### src/hw/psdl_pkg.sv
package psdl_pkg;

  // ==========================================================================
  // register offsets
  localparam logic [3:0] OFS_P2_BASIC  = 4'h0;
  localparam logic [3:0] OFS_P2_FLOW   = 4'h1;
  localparam logic [3:0] OFS_P0_STATUS = 4'h2;
  localparam logic [3:0] OFS_P0_LPABIL = 4'h3;
  localparam logic [3:0] OFS_STRAPS    = 4'h4;

  // ==========================================================================
  // field positions
  localparam int BIT_RATE    = 0;
  localparam int BIT_DUPLEX  = 1;
  localparam int BIT_BP      = 0;
  localparam int BIT_TXFC    = 1;
  localparam int BIT_RXFC    = 2;
  localparam int BIT_MANUAL  = 3;
  localparam int BIT_AB_10H  = 0;
  localparam int BIT_AB_10F  = 1;
  localparam int BIT_AB_100H = 2;
  localparam int BIT_AB_100F = 3;

  localparam logic [15:0] RD_ZERO = 16'h0000;

  // ==========================================================================
  // carriers
  typedef struct packed {
    logic p2_speed;
    logic p2_duplex;
    logic p2_backpressure;
    logic p2_pause;
    logic p2_manual_flow;
    logic p0_speed;
    logic p0_duplex_polarity;
  } psdl_straps_t;

  typedef struct packed {
    logic [3:0]  addr;
    logic [15:0] wdata;
    logic        wr;
    logic        rd;
  } psdl_req_t;

  typedef struct packed {
    logic       rate_select_low_bit;
    logic       duplex_mode_bit;
  } psdl_basic_t;

  typedef struct packed {
    logic port2_manual_flow_select;
    logic port2_rx_pause_enable;
    logic port2_tx_pause_enable;
    logic port2_backpressure_enable;
  } psdl_flow_t;

endpackage

### src/hw/psdl_loader.sv
// Function
// port 2 rate bit defaults from speed strap: low 10, high 100 Mbps
// port 2 duplex bit defaults from duplex strap: low half, high full
// port 2 backpressure enable defaults from backpressure strap
// port 2 tx and rx pause enables both default from one strap
// port 2 manual flow select defaults from its strap
// virtual partner ability from port 0 speed, polarity strap, duplex pin
// port 0 fallback speed after failed negotiation follows speed strap
// port 0 full duplex when duplex pin equals polarity strap
// straps sampled once after reset release, later pin changes ignored
//
// The implementer's own choices: the address map and the plain strobed port.
`timescale 1ns/1ps
module psdl_loader (
  // clock and reset
  input  wire logic                   sys_clk,
  input  wire logic                   rstn,
  // strap pins, port 0 duplex pin and port 0 negotiation-failed flag
  input  wire psdl_pkg::psdl_straps_t straps_in,
  input  wire logic                   port0_duplex_pin,
  input  wire logic                   port0_aneg_failed,
  // register port
  input  wire psdl_pkg::psdl_req_t    req,
  output logic                 [15:0] rdata,
  // control outputs
  output psdl_pkg::psdl_basic_t       port2_basic_control_reg,
  output psdl_pkg::psdl_flow_t        port2_flow,
  output logic                        port0_speed_100,
  output logic                        port0_full_duplex,
  output logic                 [3:0]  virtual_partner_ability_reg,
  output logic                        straps_loaded
);

  typedef struct packed {
    psdl_pkg::psdl_basic_t basic;
    psdl_pkg::psdl_flow_t  flow;
    logic                  p0_speed;
    logic                  p0_full;
    logic [3:0]            ability;
    logic [15:0]           rdata;
    logic                  loaded;
    logic                  seeded;
  } psdl_state_t;

  psdl_state_t            state;
  psdl_state_t            next_state;
  psdl_pkg::psdl_straps_t straps;
  logic                   cap_loaded;
  logic                   dup_full;
  logic [3:0]             ability_w;

  // ==========================================================================
  // strap capture
  psdl_capture u_cap (
    .sys_clk   (sys_clk),
    .rstn      (rstn),
    .straps_in (straps_in),
    .straps    (straps),
    .loaded    (cap_loaded)
  );

  // match means full duplex
  assign dup_full = (port0_duplex_pin == straps.p0_duplex_polarity);

  psdl_ability u_ab (
    .speed_strap (straps.p0_speed),
    .duplex_full (dup_full),
    .ability     (ability_w)
  );

  // ==========================================================================
  // register defaults, software writes, port 0 speed
  always_comb begin
    next_state = state;
    next_state.loaded = cap_loaded;
    next_state.p0_full = dup_full;
    next_state.ability = ability_w;
    // defaults loaded once; seeded never drops so later strap moves are moot
    if (cap_loaded && !state.seeded) begin
      next_state.seeded = 1'b1;
      next_state.basic.rate_select_low_bit = straps.p2_speed;
      next_state.basic.duplex_mode_bit = straps.p2_duplex;
      next_state.flow.port2_backpressure_enable = straps.p2_backpressure;
      next_state.flow.port2_tx_pause_enable = straps.p2_pause;
      next_state.flow.port2_rx_pause_enable = straps.p2_pause;
      next_state.flow.port2_manual_flow_select = straps.p2_manual_flow;
    end else if (req.wr) begin
      unique case (req.addr)
        psdl_pkg::OFS_P2_BASIC: begin
          next_state.basic.rate_select_low_bit = req.wdata[psdl_pkg::BIT_RATE];
          next_state.basic.duplex_mode_bit = req.wdata[psdl_pkg::BIT_DUPLEX];
        end
        psdl_pkg::OFS_P2_FLOW: begin
          next_state.flow.port2_backpressure_enable = req.wdata[psdl_pkg::BIT_BP];
          next_state.flow.port2_tx_pause_enable = req.wdata[psdl_pkg::BIT_TXFC];
          next_state.flow.port2_rx_pause_enable = req.wdata[psdl_pkg::BIT_RXFC];
          next_state.flow.port2_manual_flow_select = req.wdata[psdl_pkg::BIT_MANUAL];
        end
        default: ;
      endcase
    end
    // fallback speed only matters when negotiation failed; else keep strap view
    if (cap_loaded && port0_aneg_failed) begin
      next_state.p0_speed = straps.p0_speed;
    end else if (cap_loaded && !state.seeded) begin
      next_state.p0_speed = straps.p0_speed;
    end
    next_state.rdata = psdl_pkg::RD_ZERO;
    if (req.rd) begin
      unique case (req.addr)
        psdl_pkg::OFS_P2_BASIC:  next_state.rdata = {14'h0000, state.basic.duplex_mode_bit,
                                                     state.basic.rate_select_low_bit};
        psdl_pkg::OFS_P2_FLOW:   next_state.rdata = {12'h000, state.flow};
        psdl_pkg::OFS_P0_STATUS: next_state.rdata = {14'h0000, state.p0_full, state.p0_speed};
        psdl_pkg::OFS_P0_LPABIL: next_state.rdata = {12'h000, state.ability};
        psdl_pkg::OFS_STRAPS:    next_state.rdata = {8'h00, state.loaded, straps};
        default:                 next_state.rdata = psdl_pkg::RD_ZERO;
      endcase
    end
  end

  always_ff @(posedge sys_clk or negedge rstn) begin
    if (!rstn) begin
      state <= '0;
    end else begin
      state <= next_state;
    end
  end

  // ==========================================================================
  // outputs straight from state flops
  assign rdata                       = state.rdata;
  assign port2_basic_control_reg     = state.basic;
  assign port2_flow                  = state.flow;
  assign port0_speed_100             = state.p0_speed;
  assign port0_full_duplex           = state.p0_full;
  assign virtual_partner_ability_reg = state.ability;
  assign straps_loaded               = state.seeded;

endmodule

### src/hw/psdl_capture.sv
`timescale 1ns/1ps
module psdl_capture (
  // clock and reset
  input  wire logic                  sys_clk,
  input  wire logic                  rstn,
  // strap pins
  input  wire psdl_pkg::psdl_straps_t straps_in,
  // captured levels
  output psdl_pkg::psdl_straps_t     straps,
  output logic                       loaded
);

  typedef struct packed {
    psdl_pkg::psdl_straps_t straps;
    logic                   loaded;
  } psdl_cap_state_t;

  psdl_cap_state_t state;
  psdl_cap_state_t next_state;

  // ==========================================================================
  // one-shot sample in first clock after reset release
  always_comb begin
    next_state = state;
    if (!state.loaded) begin
      next_state.straps = straps_in;
      next_state.loaded = 1'b1;
    end
  end

  // async reset loads constants only; straps taken by the clocked path
  always_ff @(posedge sys_clk or negedge rstn) begin
    if (!rstn) begin
      state <= '0;
    end else begin
      state <= next_state;
    end
  end

  assign straps = state.straps;
  assign loaded = state.loaded;

endmodule

### src/hw/psdl_ability.sv
`timescale 1ns/1ps
module psdl_ability (
  // captured speed strap and decoded duplex
  input  wire logic       speed_strap,
  input  wire logic       duplex_full,
  // virtual partner ability bits
  output logic      [3:0] ability
);

  // ==========================================================================
  // single advertised mode from speed and decoded duplex
  always_comb begin
    ability = 4'h0;
    unique case ({speed_strap, duplex_full})
      2'b00: ability[psdl_pkg::BIT_AB_10H]  = 1'b1;
      2'b01: ability[psdl_pkg::BIT_AB_10F]  = 1'b1;
      2'b10: ability[psdl_pkg::BIT_AB_100H] = 1'b1;
      2'b11: ability[psdl_pkg::BIT_AB_100F] = 1'b1;
    endcase
  end

endmodule

### config.mk
export PLATFORM = sky130hd
export DESIGN_NAME = psdl_loader
export DESIGN_NICKNAME = d
export VERILOG_FILES = /design/src/hw/psdl_pkg.sv /design/src/hw/psdl_loader.sv /design/src/hw/psdl_capture.sv /design/src/hw/psdl_ability.sv
export SDC_FILE = /design/constraint.sdc
export NUM_CORES = 1
export LEC_CHECK = 0
export BUFFER_PORTS_ARGS = -buffer_cell sky130_fd_sc_hd__buf_2
export CAP_MARGIN = 20
export CORE_MARGIN = 8
export CORE_UTILIZATION = 30
export CTS_BUF_LIST = sky130_fd_sc_hd__clkbuf_8 sky130_fd_sc_hd__clkbuf_16
export DETAILED_ROUTE_END_ITERATION = 8
export PLACE_DENSITY_LB_ADDON = 0.08
export SLEW_MARGIN = 25
export SYNTH_ARGS = -nofsm -noshare
export SYNTH_HDL_FRONTEND = slang
export SYNTH_HIERARCHICAL = 1
export SYNTH_SLANG_ARGS = --single-unit
### constraint.sdc
create_clock -name sys_clk -period 2 [get_ports sys_clk]
set_input_delay 0.1 -clock sys_clk [delete_from_list [all_inputs] [get_ports sys_clk]]
set_output_delay 0.1 -clock sys_clk [all_outputs]
set_load 0.01 [all_outputs]
==> results by group <==
Synthesis
  • Post-synth cell types: 31
  • Synth warn: 6
  • Post-synthesis sequential area ratio: 0.4688
  • Gate Count Post-Synth: 147
  • Flops & latches, synth: 30
  • Synth Cell Area: 1602 um2
  • Avg Inst Size Synth: 10.89 um2

Timing
  • RSZ-0062 raised after global routing: no
  • Final max-slew violation count: 0
  • Final Setup Violations: 0
  • Fmax: 682.9 MHz
  • Min Hold Slack: 47.63 ps
  • Final worst-path cycle share: 0.7322
  • Fin crit period: 1464 ps
  • Final Hold Vio Count: 0
  • Setup TNS: 0 ps
  • Slew headroom: 0.5507
  • Slew @ Worst Pin: 673.9 ps
  • Skew final: 5.153 ps

Placed design
  • PortBufs: 41
  • DPL Wire Length: 2757 um
  • Routability cong.: 0.7335

Die
  • Initial Util: 0.3116
  • Die height: 89.07 um
  • Core region area: 5140 um2
  • Die Wd: 89.07 um
  • Io pins: 62
  • FP Rows: 26
  • Die area: 7933 um2

Cells and area
  • Largest register FFs: 8
  • Nets: 202
  • Antenna diodes: 0
  • Layout cells sized above 1: 0.3882
  • Synth-to-layout area growth: 11.88%

Global route
  • Largest net degree at the start of global routing: 31
  • Initial antenna violation count: 0
  • First-pass GRT wire length: 5609 um
  • GRT overflow: 0
  • Total GRT Usage: 0.09664
  • Number of global-route vias before repair: 1107

Worst setup path
  • Critical path's largest stage delay: 670 ps
  • WP data required: 2140 ps
  • Crit path arrival time: 1600 ps
  • WS Path Type: reg -> reg
  • CP max-delay cell: dfrtp_1
  • Crit end category: flop
  • CP max FO: 11
  • Crit path cell chain: nand2b_1 > nor2_1 > a31oi_1
  • Critical path launch point type: flop

Run status
  • Status: finished, final reports clean

Clock tree
  • Post-CTS Setup Bufs: 0
  • PostCTS Resize Cnt: 0
  • Later-pin clock latency in the skew report: 280 ps
  • CTS tree: built
  • Clk sinks: 30
  • Root Driver: clkbuf_8
  • H-tree depth: 2
  • CTS Buffer Depth: 2
  • Clock-pin slew on the worst setup and hold paths: 60 ps
  • CTS Buf Count: 5
  • CTS Hold Buffers Added: 1

Route
  • DRT Wirelength: 3584 um
  • Routed Antenna Nets: 0
  • Total number of vias: 1064
  • Drt drc: 0
  • Drt via density: 4.433
  • DR WL/cell: 14.93 um
  • DR pass1 iterations: 4
  • 1st-iter DRT viols: 44

Power and ir drop
  • Static Leak: 0.8520 nW
  • Peak supply drop: 0.0003467 V
  • Pwr/cell area: 867.0 nW/um2

Hold path
  • HP Class: in -> reg

Job
  • # Max-Cap Violations: 0
## through the flow
step | util | power [mW] | std cells | setup slack (ps) | cell area (um2)
after floorplan | - | 0.9499 | 154 | 936.9 | 1628
after global placement | 0.3252 | 0.9954 | 231 | 583.2 | 1672
after detailed placement | 0.3252 | 0.9996 | 231 | 513.3 | 1672
after CTS | 0.3486 | 1.582 | 240 | 495.3 | 1792
after global routing | 0.3486 | 1.636 | 240 | 352.9 | 1792
final | 0.3486 | 1.553 | 240 | 535.7 | 1792
## critical path: cells and delay by family, from the launching register on
| family | cells | cell delay (ps) |
|---|---|---|
| simple gates | 2 | 590 |
| compound gates | 1 | 60 |
| flops | 1 | 670 |
## cell families (layout without fill, tap and decap cells)
family,Yosys count,after routing,synth area share
xor gates and xnor gates,1,1,0.005470
muxes,10,10,0.08672
and+or+nand+nor,40,40,0.1703
buffers and inverters,40,56,0.1695
other,2,9,0.004689
AOI/OAI and AO/OA,24,24,0.09453
DFF,30,30,0.4688
## area by class of cell
cell class              count  area (um2)
fillers                   559        3348
flip-flops and latches     30       750.7
multi-input cells          84       605.6
repair buffers             42       215.2
clock buffers               8       110.1
well taps                  70       87.58
inverters                   6       22.52
## where the power goes
part / internal (mW) / total [mW] / switching (mW)
combinational: 0.122 / 0.252 / 0.130
sequential: 0.671 / 0.730 / 0.0587
clock: 0.347 / 0.571 / 0.224
## final timing paths
check	startpoint	to	slack (ps)	depth (start not counted)
worst min-delay path	straps_in[1]	u_cap/straps[1]	50	2
worst max register to register	u_cap/loaded	port2_flow[2]	540	3
min in group asynchronous	rstn	port2_basic_control_reg[0]	390	2
worst max-delay path	u_cap/loaded	port2_flow[2]	540	3
worst min register to register	state[1]	rdata[7]	470	2
max in group asynchronous	rstn	rdata[7]	1170	2
## placed cells by master (no fill, tap or decap), drive strengths merged, types with 5 or more instances in the layout
master | netlist | routed
nand3 | 5 | 5
clkbuf | 3 | 8
buf | 31 | 41
conb | 2 | 9
inv | 6 | 6
o21ai | 8 | 8
a31oi | 6 | 6
nand3b | 8 | 8
mux2 | 10 | 10
nor2 | 11 | 11
dfrtp | 30 | 30
## per-layer routing
| layer | share of wire | global-route usage | wire [um] |
|---|---|---|---|
| met5 | 0 | 0 | 0 |
| met2 | 0.44 | 0.1408 | 1570 |
| met3 | 0.066 | 0.03768 | 236 |
| met1 | 0.47 | 0.1182 | 1668 |
| met4 | 0.030 | 0.05589 | 109 |
## synth_stat cells
cell	instances	area (um2)
a21oi_1	4	20.02
buf_2	1	5.000
nor3b_4	1	18.77
or2_2	1	6.260
xnor2_1	1	8.760
nor2_1	11	41.29
o21ai_0	2	10.01
buf_6	2	22.52
nor2b_1	2	12.51
nand4b_1	4	35.03
mux2_4	7	105.1
a22oi_1	2	15.01
and2_2	1	7.510
a211o_1	4	35.03
nand3b_1	8	60.06
conb_1	2	7.510
a31oi_1	6	37.54
inv_1	6	22.52
clkbuf_1	3	11.26
o21ai_2	1	8.760
mux2_2	3	33.78
or3b_1	1	8.760
o21ai_1	5	25.02
and2b_2	1	8.760
nand2b_1	2	12.51
nor4_4	1	21.27
or4_4	1	11.26
nand2_1	1	3.750
nand3_1	5	25.02
dfrtp_1	30	750.7
buf_4	28	210.2
Note: power is estimated with default switching activity, not from simulation.
